<file path="config.mk">
export PLATFORM = sky130hd
export DESIGN_NAME = half_bridge_fault_status_bank
export DESIGN_NICKNAME = d
export VERILOG_FILES = /design/src/core/fault_bank_pkg.sv /design/src/core/half_bridge_fault_status_bank.sv
export SDC_FILE = /design/constraint.sdc
export NUM_CORES = 1
export LEC_CHECK = 0
export ABC_CLOCK_PERIOD_IN_PS = 1700
export BUFFER_PORTS_ARGS = -buffer_cell sky130_fd_sc_hd__buf_2
export CAP_MARGIN = 20
export CELL_PAD_IN_SITES_DETAIL_PLACEMENT = 1
export CELL_PAD_IN_SITES_GLOBAL_PLACEMENT = 1
export CORE_MARGIN = 8
export CORE_UTILIZATION = 38
export CTS_BUF_LIST = sky130_fd_sc_hd__clkbuf_4 sky130_fd_sc_hd__clkbuf_8
export CTS_CLUSTER_DIAMETER = 120
export DETAILED_ROUTE_END_ITERATION = 8
export HOLD_SLACK_MARGIN = 0.1
export PLACE_DENSITY = 0.8
export SYNTH_ARGS = -nofsm -noshare
export SYNTH_HDL_FRONTEND = slang
export SYNTH_SLANG_ARGS = --single-unit
export TNS_END_PERCENT = 1
</file>
<file path="constraint.sdc">
create_clock -name sys_clk_i -period 1.7 [get_ports sys_clk_i]
set_input_delay 0.17 -clock sys_clk_i [delete_from_list [all_inputs] [get_ports sys_clk_i]]
set_output_delay 0.17 -clock sys_clk_i [all_outputs]
set_load 0.1 [all_outputs]
</file>
<file path="src/core/fault_bank_pkg.sv">
// Package with register addresses, field positions and reset values.
package fault_bank_pkg;

  // Address fields (five bits between the direction and lock bits).
  localparam logic [4:0] ADDR_OVERCURRENT_9_12 = 5'h1e;
  localparam logic [4:0] ADDR_UNLOADED_1_4     = 5'h01;
  localparam logic [4:0] ADDR_UNLOADED_5_8     = 5'h11;

  // Field position of the address within the address byte.
  localparam int ADDR_FIELD_LSB = 2;
  localparam int ADDR_FIELD_MSB = 6;
  localparam int DIR_BIT_POS    = 7;
  localparam int LOCK_BIT_POS   = 1;
  localparam int TAIL_BIT_POS   = 0;

  // Reset value of every flag register.
  localparam logic [7:0] FLAG_RESET = 8'h00;

  // Default mask of implemented outputs, one bit per switch of 1 to 12.
  localparam logic [23:0] OUTPUTS_PRESENT = 24'hffffff;

endpackage

</file>
<file path="src/core/half_bridge_fault_status_bank.sv">
// Read-to-clear overcurrent and open-load status bank for twelve bridges.
//
// Summary of operation
// - High-side overcurrent on bridges 9 to 12 latches a 1 and turns it off.
// - Low-side overcurrent on bridges 9 to 12 latches a 1 and turns it off.
// - Overcurrent bits 7 and 6 are bridge 12 high/low, down to 9 low in bit 0.
// - Every flag is 0 after reset, meaning no fault seen.
// - High-side open load on bridges 1 to 8 latches a 1; the switch stays on.
// - Low-side open load on bridges 1 to 8 latches a 1; the switch stays on.
// - Open-load bits 7 down to 0 are bridge 4 high down to bridge 1 low.
// - Open-load bits 7 down to 0 are bridge 8 high down to bridge 5 low.
// - Flags of outputs missing in a smaller variant always read 0.
// - Fields 11110, 00001 and 10001 select the registers; bit 0 must be 1.
// - The global fault flag is the OR of all flags and falls once all clear.
`timescale 1ns/1ps

module half_bridge_fault_status_bank
#(
  parameter logic [23:0] PRESENT = fault_bank_pkg::OUTPUTS_PRESENT
) (
  // Clock and reset.
  input  wire logic       sys_clk_i,
  input  wire logic       arst_n_i,
  // Fault detector inputs, bit 2k is low side and 2k+1 high side.
  input  wire logic [7:0] overcurrent_9_12_i,
  input  wire logic [7:0] unloaded_1_4_i,
  input  wire logic [7:0] unloaded_5_8_i,
  // Register read port from the serial frame logic.
  input  wire logic       rd_strobe_i,
  input  wire logic [7:0] rd_addr_byte_i,
  output logic      [7:0] rd_data_o,
  output logic            rd_hit_o,
  // Switch disables for bridges 9 to 12, same bit order.
  output logic      [7:0] switch_off_9_12_o,
  // Global fault flag.
  output logic            global_fault_flag_o
);

  import fault_bank_pkg::*;

  // **********************************************************************
  // Address decode.
  // **********************************************************************
  logic [4:0] addr_field;
  logic       frame_ok;
  logic       sel_oc;
  logic       sel_ol_lo;
  logic       sel_ol_hi;

  always_comb begin
    addr_field = rd_addr_byte_i[ADDR_FIELD_MSB:ADDR_FIELD_LSB];
    frame_ok   = rd_strobe_i & rd_addr_byte_i[TAIL_BIT_POS];
    sel_oc     = frame_ok &
                 (addr_field == ADDR_OVERCURRENT_9_12);
    sel_ol_lo  = frame_ok & (addr_field == ADDR_UNLOADED_1_4);
    sel_ol_hi  = frame_ok & (addr_field == ADDR_UNLOADED_5_8);
  end

  // **********************************************************************
  // Flag registers.
  // **********************************************************************
  logic [7:0] oc_r;
  logic [7:0] oc_nxt;
  logic [7:0] ol_lo_r;
  logic [7:0] ol_lo_nxt;
  logic [7:0] ol_hi_r;
  logic [7:0] ol_hi_nxt;
  logic [7:0] oc_set;
  logic [7:0] ol_lo_set;
  logic [7:0] ol_hi_set;
  logic [7:0] rd_data_nxt;
  logic       rd_hit_nxt;
  logic [7:0] off_nxt;
  logic       glob_nxt;

  always_comb begin
    // Absent outputs never set their flag.
    oc_set    = overcurrent_9_12_i & PRESENT[23:16];
    ol_lo_set = unloaded_1_4_i & PRESENT[7:0];
    ol_hi_set = unloaded_5_8_i & PRESENT[15:8];
    // Set wins over the read clear.
    oc_nxt    = (sel_oc ? FLAG_RESET : oc_r) | oc_set;
    ol_lo_nxt = (sel_ol_lo ? FLAG_RESET : ol_lo_r) | ol_lo_set;
    ol_hi_nxt = (sel_ol_hi ? FLAG_RESET : ol_hi_r) | ol_hi_set;
    rd_hit_nxt = sel_oc | sel_ol_lo | sel_ol_hi;
    rd_data_nxt = FLAG_RESET;
    if (sel_oc) begin
      rd_data_nxt = oc_r;
    end else if (sel_ol_lo) begin
      rd_data_nxt = ol_lo_r;
    end else if (sel_ol_hi) begin
      rd_data_nxt = ol_hi_r;
    end
    off_nxt  = oc_nxt;
    glob_nxt = |{oc_nxt, ol_lo_nxt, ol_hi_nxt};
  end

  always_ff @(posedge sys_clk_i or negedge arst_n_i) begin
    if (!arst_n_i) begin
      oc_r                <= FLAG_RESET;
      ol_lo_r             <= FLAG_RESET;
      ol_hi_r             <= FLAG_RESET;
      rd_data_o           <= FLAG_RESET;
      rd_hit_o            <= 1'b0;
      switch_off_9_12_o   <= FLAG_RESET;
      global_fault_flag_o <= 1'b0;
    end else begin
      oc_r                <= oc_nxt;
      ol_lo_r             <= ol_lo_nxt;
      ol_hi_r             <= ol_hi_nxt;
      rd_data_o           <= rd_data_nxt;
      rd_hit_o            <= rd_hit_nxt;
      switch_off_9_12_o   <= off_nxt;
      global_fault_flag_o <= glob_nxt;
    end
  end

  // **********************************************************************
  // Assertions.
  // **********************************************************************
  a_oc_latch_off: assert property (
    @(posedge sys_clk_i) disable iff (!arst_n_i)
    (oc_set != 8'h00) |=>
    ((switch_off_9_12_o & $past(oc_set)) == $past(oc_set)))
    else $error("Overcurrent did not turn the switch off.");

  a_oc_high_flag: assert property (
    @(posedge sys_clk_i) disable iff (!arst_n_i)
    oc_set[7] |=> oc_r[7] && switch_off_9_12_o[7])
    else $error("High-side overcurrent flag not latched.");

  a_off_follows: assert property (
    @(posedge sys_clk_i) disable iff (!arst_n_i)
    switch_off_9_12_o == oc_r)
    else $error("Switch disable differs from overcurrent flags.");

  a_oc_hold: assert property (
    @(posedge sys_clk_i) disable iff (!arst_n_i)
    (oc_r[0] && !sel_oc) |=> oc_r[0])
    else $error("Overcurrent flag lost without a read.");

  a_oc_low_flag: assert property (
    @(posedge sys_clk_i) disable iff (!arst_n_i)
    oc_set[0] |=> oc_r[0] && switch_off_9_12_o[0])
    else $error("Low-side overcurrent flag not latched.");

  a_oc_read_map: assert property (
    @(posedge sys_clk_i) disable iff (!arst_n_i)
    sel_oc |=> (rd_data_o == $past(oc_r)) && rd_hit_o)
    else $error("Overcurrent read returned wrong data.");

  a_ol_lo_read: assert property (
    @(posedge sys_clk_i) disable iff (!arst_n_i)
    sel_ol_lo |=> (rd_data_o == $past(ol_lo_r)) && rd_hit_o)
    else $error("Open-load read for bridges 1 to 4 wrong.");

  a_ol_hi_read: assert property (
    @(posedge sys_clk_i) disable iff (!arst_n_i)
    sel_ol_hi |=> (rd_data_o == $past(ol_hi_r)) && rd_hit_o)
    else $error("Open-load read for bridges 5 to 8 wrong.");

  a_ol_set_latch: assert property (
    @(posedge sys_clk_i) disable iff (!arst_n_i)
    (ol_hi_set[7] && !sel_ol_hi) |=> ol_hi_r[7] ##1
    (ol_hi_r[7] || $past(sel_ol_hi)))
    else $error("Open-load flag not latched.");

  a_ol_low_latch: assert property (
    @(posedge sys_clk_i) disable iff (!arst_n_i)
    ol_lo_set[0] |=> ol_lo_r[0])
    else $error("Low-side open-load flag not latched.");

  a_ol_no_off: assert property (
    @(posedge sys_clk_i) disable iff (!arst_n_i)
    (ol_lo_set != 8'h00 && overcurrent_9_12_i == 8'h00 && oc_r == 8'h00
     && switch_off_9_12_o == 8'h00) |=> switch_off_9_12_o == 8'h00)
    else $error("Open load turned a switch off.");

  a_read_clear: assert property (
    @(posedge sys_clk_i) disable iff (!arst_n_i)
    (sel_ol_lo && unloaded_1_4_i == 8'h00) |=> ol_lo_r == 8'h00)
    else $error("Read did not clear open-load flags.");

  a_read_clear_oc: assert property (
    @(posedge sys_clk_i) disable iff (!arst_n_i)
    (sel_oc && overcurrent_9_12_i == 8'h00) |=> oc_r == 8'h00)
    else $error("Read did not clear overcurrent flags.");

  a_absent_zero: assert property (
    @(posedge sys_clk_i) disable iff (!arst_n_i)
    ((oc_r & ~PRESENT[23:16]) == 8'h00) &&
    ((ol_lo_r & ~PRESENT[7:0]) == 8'h00) &&
    ((ol_hi_r & ~PRESENT[15:8]) == 8'h00))
    else $error("Absent output flag became set.");

  a_global_or: assert property (
    @(posedge sys_clk_i) disable iff (!arst_n_i)
    global_fault_flag_o == |{oc_r, ol_lo_r, ol_hi_r})
    else $error("Global fault flag differs from flag OR.");

  a_reset_zero: assert property (
    @(posedge sys_clk_i)
    !arst_n_i |-> (oc_r == 8'h00) && (ol_lo_r == 8'h00) &&
    (ol_hi_r == 8'h00) && !global_fault_flag_o)
    else $error("Flags not zero during reset.");

  a_decode_hit: assert property (
    @(posedge sys_clk_i) disable iff (!arst_n_i)
    (rd_strobe_i && !rd_addr_byte_i[0]) |=> !rd_hit_o)
    else $error("Frame without trailing 1 was accepted.");

  a_decode_field: assert property (
    @(posedge sys_clk_i) disable iff (!arst_n_i)
    (rd_strobe_i && rd_addr_byte_i[0] &&
     addr_field == ADDR_UNLOADED_1_4) |=> rd_hit_o)
    else $error("Valid open-load frame was not accepted.");

  a_hit_pulse: assert property (
    @(posedge sys_clk_i) disable iff (!arst_n_i)
    !rd_strobe_i |=> !rd_hit_o && (rd_data_o == 8'h00))
    else $error("Read answer without a strobe.");

endmodule

</file>
==> qor_table.md, run 1 <==
| Parameter | Reported | Unit |
|:---|:---|:---|
| Crit start category | flip-flop | - |
| Switching part of the total power | 0.230 | - |
| Cells along the critical path | nor4_1, nand4b_1, o221ai_1, nand4b_1 | - |
| Total congestion overflow after global routing | 0 | - |
| Detail Route Antenna Nets | 0 | - |
| Reg-to-reg setup timing slack | 0.15 | ns |
| Met3 usage | 0.0629 | - |
| Max frequency | 647 | MHz |
| Skew-Pair Late Insertion Delay | 0.29 | ns |
| Most used cell, CP | sky130_fd_sc_hd__nand4b_1 | - |
| CTS tree | yes | - |
| Number of levels the H-tree was split into | 2 | - |
| Yosys warns | 0 | - |
| DIE AREA | 0.00593 | mm2 |
| Fraction of power consumed by sequential logic | 0.476 | - |
| Worst-path clk slew | 0.07 | ns |
| DRC | 0 | - |
| Cell internal power dissipation | 1.33 | mW |
| Post-cts repair resize count | 0 | - |
| Number of setup buffers added after CTS | 0 | - |
| Worst Clk Skew | 0.00746 | ns |
| Sink Count | 34 | - |
| Commonest cells after routing, fill and taps aside | sky130_fd_sc_hd__buf_2, sky130_fd_sc_hd__dfrtp_1, sky130_fd_sc_hd__a21o_1, sky130_fd_sc_hd__dlygate4sd3_1, sky130_fd_sc_hd__nand2_1 | - |
| Critical path buffers and inverters | 0 | - |
| Register area | 851 | um2 |
| Critical Path Sink Type | flip-flop | - |
| Final wirelength | 4.44 | mm |
| Largest fanout on the critical path | 3 | - |
| Clock power share | 0.418 | - |
| Accumulated negative setup slack | 0 | ns |
| Cell at the slowest stage of the critical path | sky130_fd_sc_hd__nor4_1 | - |
| Number of max-slew violations in the final report | 0 | - |
| Unrepaired setup endpoints after global routing | false | - |
| Maximum number of pins on one net before global-route repair | 35 | - |
| Peak VDD IR | 0.411 | mV |
| Final setup margin | 0.153 | ns |
| Multi-input logic area | 549 | um2 |
| Longest Clk Path Bufs | 2 | - |
| Sw Pwr | 397 | uW |
| Period utilization | 0.910 | - |
| Total standard cell area after synthesis | 0.00142 | mm2 |
| Hold-fix buffer count after cts | 24 | - |
| Minimum clock period | 1.55 | ns |
| Total core area | 0.00363 | mm2 |
| Row cnt | 22 | - |
| Number of nets in the synthesized netlist | 152 | - |
| Routing layer with the top usage in global route | met2 | - |
| Leading cell type in the layout, fill and taps excluded | sky130_fd_sc_hd__buf_2 | - |
| CP peak stage delay | 0.48 | ns |
| Count of vias placed by the detailed router | 1295 | - |
| Number of antenna violations at the first check in global routing | 0 | - |
| Sequential share of the synthesized area | 0.601 | - |
| Detailed-route vias per instance | 5.18 | - |
| Worst slack at placement | 0.159 | ns |
| Number of primary I/O pins | 53 | - |
| Fraction of final layout cells with drive strength greater than 1 | 0.322 | - |
| TritonCTS Buffers | 5 | - |
| Path type of the worst setup path | flip-flop to flip-flop | - |
| Tightest slew margin relative to the limit | 0.518 | - |
| Root cell of the clock tree | sky130_fd_sc_hd__clkbuf_8 | - |
| Largest area contributor in the synthesized netlist | sky130_fd_sc_hd__dfrtp_1 | - |
| Initial Util | 0.389 | - |
| Average size of a mapped cell | 12.1 | um2 |
| Area fraction of the dominant cell type after synthesis | 0.601 | - |
| Count of mapped cells out of synthesis | 117 | - |
| Synth area leaders | sky130_fd_sc_hd__dfrtp_1, sky130_fd_sc_hd__a21o_1, sky130_fd_sc_hd__mux2i_1 | - |
| Total count of hold-check failures in the final report | 0 | - |
| Total power density per cell area | 823 | mW/mm2 |
| Tightest Hold Check Type | primary input to flip-flop | - |
| Count of different cell masters after synthesis | 20 | - |
| Outcome | finished clean | - |
| Initial DRC count | 44 | - |
| Arr. time, crit path | 1.70 | ns |
| Ant diodes | 0 | - |
| Leakage Power | 0.879 | nW |
| Max cap viols | 0 | - |
| Required time at the endpoint of the critical path | 1.86 | ns |
| Net total in the final layout | 236 | - |
| Global-route wire length before repair | 7.54 | mm |
| Final GP Congestion | 0.796 | - |
| I/O Buffers | 50 | - |
| Power share of the combinational group | 0.106 | - |
| Pre-Repair DR Iteration Count | 4 | - |
| #FFs+latches synth | 34 | - |
| Global-route track usage on met1 | 0.174 | - |
| Via count of the first global-routing pass | 1465 | - |
| GRT Overall Usage | 0.158 | - |
| Floorplan die width | 77.0 | um |
| Family with the most delay on the worst path | simple AND/OR/NAND/NOR gates | - |
| Vertical extent of the die | 77.0 | um |
| Final-layout fill cell count | 424 | - |
| Layout Area Growth over Synthesis | 48.2 | % |
| GR met2 Demand/Resource | 0.263 | - |
| Final HPWL DP | 3.30 | mm |
| Drt wl/cell | 17.8 | um |
| Final setup fails | 0 | - |
| Worst-margin pin slew | 0.722 | ns |
worst register-to-register path, cell delays in order, from the launching register on:
cell                       delay (ns)
sky130_fd_sc_hd__dfrtp_1         0.40
sky130_fd_sc_hd__nor4_1          0.48
sky130_fd_sc_hd__nand4b_1        0.16
sky130_fd_sc_hd__o221ai_1        0.24
sky130_fd_sc_hd__nand4b_1        0.13
per-layer routing:
layer / vias up / wire length [um]
met5: - / 0
met4: 0 / 101
li1: 608 / -
met2: 48 / 2190
met1: 629 / 1820
met3: 10 / 333
power groups by stage:
stage | Combinational (mW) | Clock (mW) | Sequential, mW
2_1_floorplan | 0.0252 | 0 | 0.869
3_3_place_gp | 0.135 | 0 | 0.836
3_5_place_dp | 0.140 | 0 | 0.836
6_report | 0.182 | 0.722 | 0.821
5_1_grt | 0.197 | 0.774 | 0.821
4_1_cts | 0.182 | 0.734 | 0.821
per-stage QoR:
stage / utilization / hold slack (ns) / area (um2) / total power, mW / cells
floorplan: - / -0.126 / 1420 / 0.894 / 117
global placement: 0.481 / 0.264 / 1750 / 0.971 / 218
detailed placement: 0.481 / 0.271 / 1750 / 0.976 / 218
CTS: 0.577 / 0.101 / 2100 / 1.74 / 250
global route: 0.577 / 0.106 / 2100 / 1.79 / 250
finish: 0.577 / 0.111 / 2100 / 1.73 / 250
path summary, 6_finish.rpt:
kind | startpoint | end | depth (start not counted)
worst max-delay path | ol_hi_r[6] | global_fault_flag_o | 4
worst min-delay path | overcurrent_9_12_i[1] | oc_r[1] | 2
worst max register to register | ol_hi_r[6] | global_fault_flag_o | 4
worst min register to register | ol_lo_r[0] | ol_lo_r[0] | 1
max in group asynchronous | arst_n_i | ol_hi_r[0] | 2
min in group asynchronous | arst_n_i | oc_r[6] | 2
registers in the layout, indices dropped and copies added (netlist names):
name                 flops
global_fault_flag_o      1
oc_r                     8
ol_hi_r                  8
ol_lo_r                  8
rd_data_o                8
rd_hit_o                 1
cell usage after synthesis:
library cell and count:
sky130_fd_sc_hd__nand3_1 2, sky130_fd_sc_hd__a21oi_1 1, sky130_fd_sc_hd__nand3b_1 1, sky130_fd_sc_hd__and4b_2 1, sky130_fd_sc_hd__dfrtp_1 34, sky130_fd_sc_hd__a21o_1 24, sky130_fd_sc_hd__nor3_1 1, sky130_fd_sc_hd__mux2i_1 8
sky130_fd_sc_hd__or3b_1 1, sky130_fd_sc_hd__nand4b_1 2, sky130_fd_sc_hd__nand4_1 4, sky130_fd_sc_hd__nor4_1 10, sky130_fd_sc_hd__nor4b_4 1, sky130_fd_sc_hd__o21ai_0 8, sky130_fd_sc_hd__nand2_1 13, sky130_fd_sc_hd__o221ai_1 1
sky130_fd_sc_hd__buf_6 1, sky130_fd_sc_hd__nor2_1 2, sky130_fd_sc_hd__buf_1 1, sky130_fd_sc_hd__a211oi_1 1
cell families (layout without fill, tap and decap cells):
family / count (synthesis) / count (layout) / synth area share
AOI/OAI and AO/OA: 35 / 35 / 0.171
muxes: 8 / 8 / 0.0566
and+or+nand+nor: 38 / 38 / 0.161
buffers and inverters: 2 / 87 / 0.0106
DFF: 34 / 34 / 0.601
final cells by class:
class / count / area share
well taps: 48 / 0.0286
clock inverters: 3 / 0.0191
repair buffers: 79 / 0.252
flip-flops and latches: 34 / 0.406
multi-input cells: 81 / 0.262
clock buffers: 5 / 0.0328
(Power assumes the default switching activity.)
==> run 2: changes to the inputs <==
--- a/config.mk
+++ b/config.mk
@@ -16,7 +16,7 @@
 export CTS_CLUSTER_DIAMETER = 120
 export DETAILED_ROUTE_END_ITERATION = 8
 export HOLD_SLACK_MARGIN = 0.1
-export PLACE_DENSITY = 0.8
+export PLACE_DENSITY_LB_ADDON = 0.1
 export SYNTH_ARGS = -nofsm -noshare
 export SYNTH_HDL_FRONTEND = slang
 export SYNTH_SLANG_ARGS = --single-unit
==> run 2 against run 1 <==
Register-to-register slack better by 0.11 ns; cell count fell by 1.2%; global-route usage decreased by 0.87 points; core utilization fell by 1.2 points; maximum frequency fell by 1.4%; total power down 6.2%; via count increased by 0.69%; combinational power is 4% lower; sequential power is essentially flat; non-clock buffer count is 3 lower; first-iteration DRC count shrank 30%; clock power down 14%; largest power group unchanged; highest routed layer unchanged.
==> qor_table.md, run 2 (synthesized netlist as in run 1, its figures left out) <==
| Parameter | Reported | Unit | Delta |
|:---|:---|:---|:---|
| TritonCTS Buffers | 5 | - | unchanged |
| Row cnt | 22 | - | unchanged |
| Skew-Pair Late Insertion Delay | 0.29 | ns | about the same |
| Detail Route Antenna Nets | 0 | - | unchanged |
| Final instance area | 0.00205 | mm2 | -2.1% |
| Final worst hold slack | 0.101 | ns | -0.00927 ns |
| Power share of the combinational group | 0.108 | - | +0.002 |
| Crit start category | primary input | - |  |
| Reg-to-reg setup timing slack | 0.26 | ns | +0.11 ns |
| Clock power share | 0.384 | - | -0.034 |
| Detailed-route vias per instance | 5.28 | - | +1.9% |
| Initial DRC count | 31 | - | -30% |
| Sw Pwr | 383 | uW | -3.5% |
| Pre-Repair DR Iteration Count | 4 | - | unchanged |
| Max cap viols | 0 | - | unchanged |
| Final Instance Count excl. Fillers | 247 | - | -1.2% |
| Layout Area Growth over Synthesis | 45.1 | % |  |
| Total count of hold-check failures in the final report | 0 | - | unchanged |
| Peak VDD IR | 0.446 | mV | +8.5% |
| Largest fanout on the critical path | 2 | - | -1 |
| Longest Clk Path Bufs | 2 | - | unchanged |
| Drt wl/cell | 17.3 | um | -2.6% |
| Cell at the slowest stage of the critical path | sky130_fd_sc_hd__dlygate4sd3_1 | - |  |
| Maximum number of pins on one net before global-route repair | 35 | - | unchanged |
| Total congestion overflow after global routing | 0 | - | unchanged |
| Family with the most delay on the worst path | buffers and inverters | - |  |
| Arr. time, crit path | 1.73 | ns | +0.03 ns |
| Final setup fails | 0 | - | unchanged |
| Number of primary I/O pins | 53 | - | unchanged |
| Cell Count Post-Placement | 218 | - | unchanged |
| Number of levels the H-tree was split into | 2 | - | unchanged |
| Initial Util | 0.389 | - | unchanged |
| Critical path buffers and inverters | 2 | - | +2 |
| Worst-margin pin slew | 0.745 | ns | +0.0229 ns |
| Fraction of power consumed by sequential logic | 0.507 | - | +0.031 |
| First element of the critical path | unloaded_5_8_i[3] | - |  |
| Count of vias placed by the detailed router | 1304 | - | +0.69% |
| Number of setup buffers added after CTS | 0 | - | unchanged |
| Final wirelength | 4.27 | mm | -3.8% |
| Global-route wire length before repair | 7.11 | mm | -5.7% |
| Commonest cells after routing, fill and taps aside | sky130_fd_sc_hd__buf_2, sky130_fd_sc_hd__dfrtp_1, sky130_fd_sc_hd__a21o_1 | - |  |
| Cell area after placement | 0.00175 | mm2 | unchanged |
| Sink Count | 34 | - | unchanged |
| Vertical extent of the die | 77.0 | um | unchanged |
| Leading cell type in the layout, fill and taps excluded | sky130_fd_sc_hd__buf_2 | - |  |
| Ant diodes | 0 | - | unchanged |
| Fraction of final layout cells with drive strength greater than 1 | 0.327 | - | +0.00485 |
| Minimum clock period | 1.57 | ns | +0.0227 ns |
| CP peak stage delay | 0.53 | ns | +0.05 ns |
| Worst Clk Skew | 0.00969 | ns | +0.00222 ns |
| Accumulated negative setup slack | 0 | ns | unchanged |
| Total core area | 0.00363 | mm2 | unchanged |
| Required time at the endpoint of the critical path | 1.86 | ns | about the same |
| Critical R2R Launch | ol_hi_r[6] | - |  |
| Hold path start | unloaded_5_8_i[2] | - |  |
| Final HPWL DP | 3.30 | mm | about the same |
| GRT Overall Usage | 0.149 | - | -0.00870 |
| Total power consumption of the routed design | 1.62 | mW | -6.2% |
| Leakage Power | 0.861 | nW | -2.1% |
| Path type of the worst setup path | primary input to flip-flop | - |  |
| Final-layout fill cell count | 425 | - | +0.24% |
| Tightest Hold Check Type | primary input to flip-flop | - |  |
| Total power density per cell area | 788 | mW/mm2 | -4.2% |
| Cell internal power dissipation | 1.24 | mW | -7.0% |
| Root cell of the clock tree | sky130_fd_sc_hd__clkbuf_8 | - |  |
| Unrepaired setup endpoints after global routing | false | - |  |
| I/O Buffers | 50 | - | unchanged |
| Period utilization | 0.923 | - | +0.0133 |
| Switching part of the total power | 0.237 | - | +0.00662 |
| CTS tree | yes | - |  |
| Number of max-slew violations in the final report | 0 | - | unchanged |
| Cells along the critical path | dlygate4sd3_1, buf_2, nor4_1, nand4_1, a21oi_1, nand4b_1 | - |  |
| DIE AREA | 0.00593 | mm2 | unchanged |
| Worst-path clk slew | 0.07 | ns | about the same |
| Critical Path Sink Type | flip-flop | - |  |
| Max frequency | 637 | MHz | -1.4% |
| Tightest slew margin relative to the limit | 0.503 | - | -0.0153 |
| Final GP Congestion | 0.768 | - | -3.6% |
| Number of antenna violations at the first check in global routing | 0 | - | unchanged |
| DRC | 0 | - | unchanged |
| Outcome | finished clean | - |  |
| Via count of the first global-routing pass | 1431 | - | -2.3% |
| Net total in the final layout | 233 | - | -1.3% |
| Floorplan die width | 77.0 | um | unchanged |
## run 2: changes by cell type in the layout (fill, tap and decap cells not counted), sizes merged
cell,delta
clkinv,-1
clkbuf,+2
bufinv,-1
dlygate4sd3,-3
## run 2: layout make-up
type	instances	area [um2]	share of cell area
clock buffers	7	90.1	0.0439
clock inverters	1	5.00	0.00244
multi-input cells	81	549	0.268
flip-flops and latches	34	851	0.414
well taps	48	60.1	0.0293
repair buffers	76	498	0.243
## run 2: per-stage QoR
| step | util | setup WS [ns] |
|---|---|---|
| 2_1_floorplan | - | 0.151 |
| 3_3_place_gp | 0.481 | 0.208 |
| 3_5_place_dp | 0.481 | 0.170 |
| 4_1_cts | 0.565 | 0.0835 |
| 5_1_grt | 0.565 | 0.0895 |
| 6_report | 0.565 | 0.131 |
## run 2: worst paths after layout
| path | endpoint | cells past startpoint |
|---|---|---|
| max | global_fault_flag_o | 6 |
| min | ol_hi_r[2] | 2 |
| max reg2reg | global_fault_flag_o | 4 |
| min reg2reg | ol_lo_r[3] | 1 |
| max in group asynchronous | oc_r[1] | 2 |
| min in group asynchronous | global_fault_flag_o | 2 |
## run 2: worst register-to-register path, cell delays in order, from the launching register on
cell                       delay (ns)
sky130_fd_sc_hd__dfrtp_1         0.41
sky130_fd_sc_hd__nor4_1          0.45
sky130_fd_sc_hd__nand4b_1        0.15
sky130_fd_sc_hd__o221ai_1        0.20
sky130_fd_sc_hd__nand4b_1        0.12
## run 2: power by group through the flow
| stage | Clock, mW | Combinational (mW) | Sequential [mW] |
|---|---|---|---|
| finish | 0.622 | 0.175 | 0.821 |
| global route | 0.682 | 0.189 | 0.821 |
| CTS | 0.639 | 0.177 | 0.821 |
| detailed placement | 0 | 0.140 | 0.837 |
| global placement | 0 | 0.135 | 0.836 |
| floorplan | 0 | 0.0252 | 0.869 |
## run 2: timing repair
action	4_1_cts	5_1_grt
hold endpoints to repair	54	0
hold buffers	21	0
gates resized for setup	0	0
## run 2: per-layer routing
layer | GRT usage | share of wire | vias to the layer above
met5 | 0 | 0 | -
met4 | 0.0415 | 0.012 | 0
met3 | 0.0606 | 0.062 | 6
met2 | 0.252 | 0.52 | 36
met1 | 0.168 | 0.41 | 657
li1 | - | - | 605
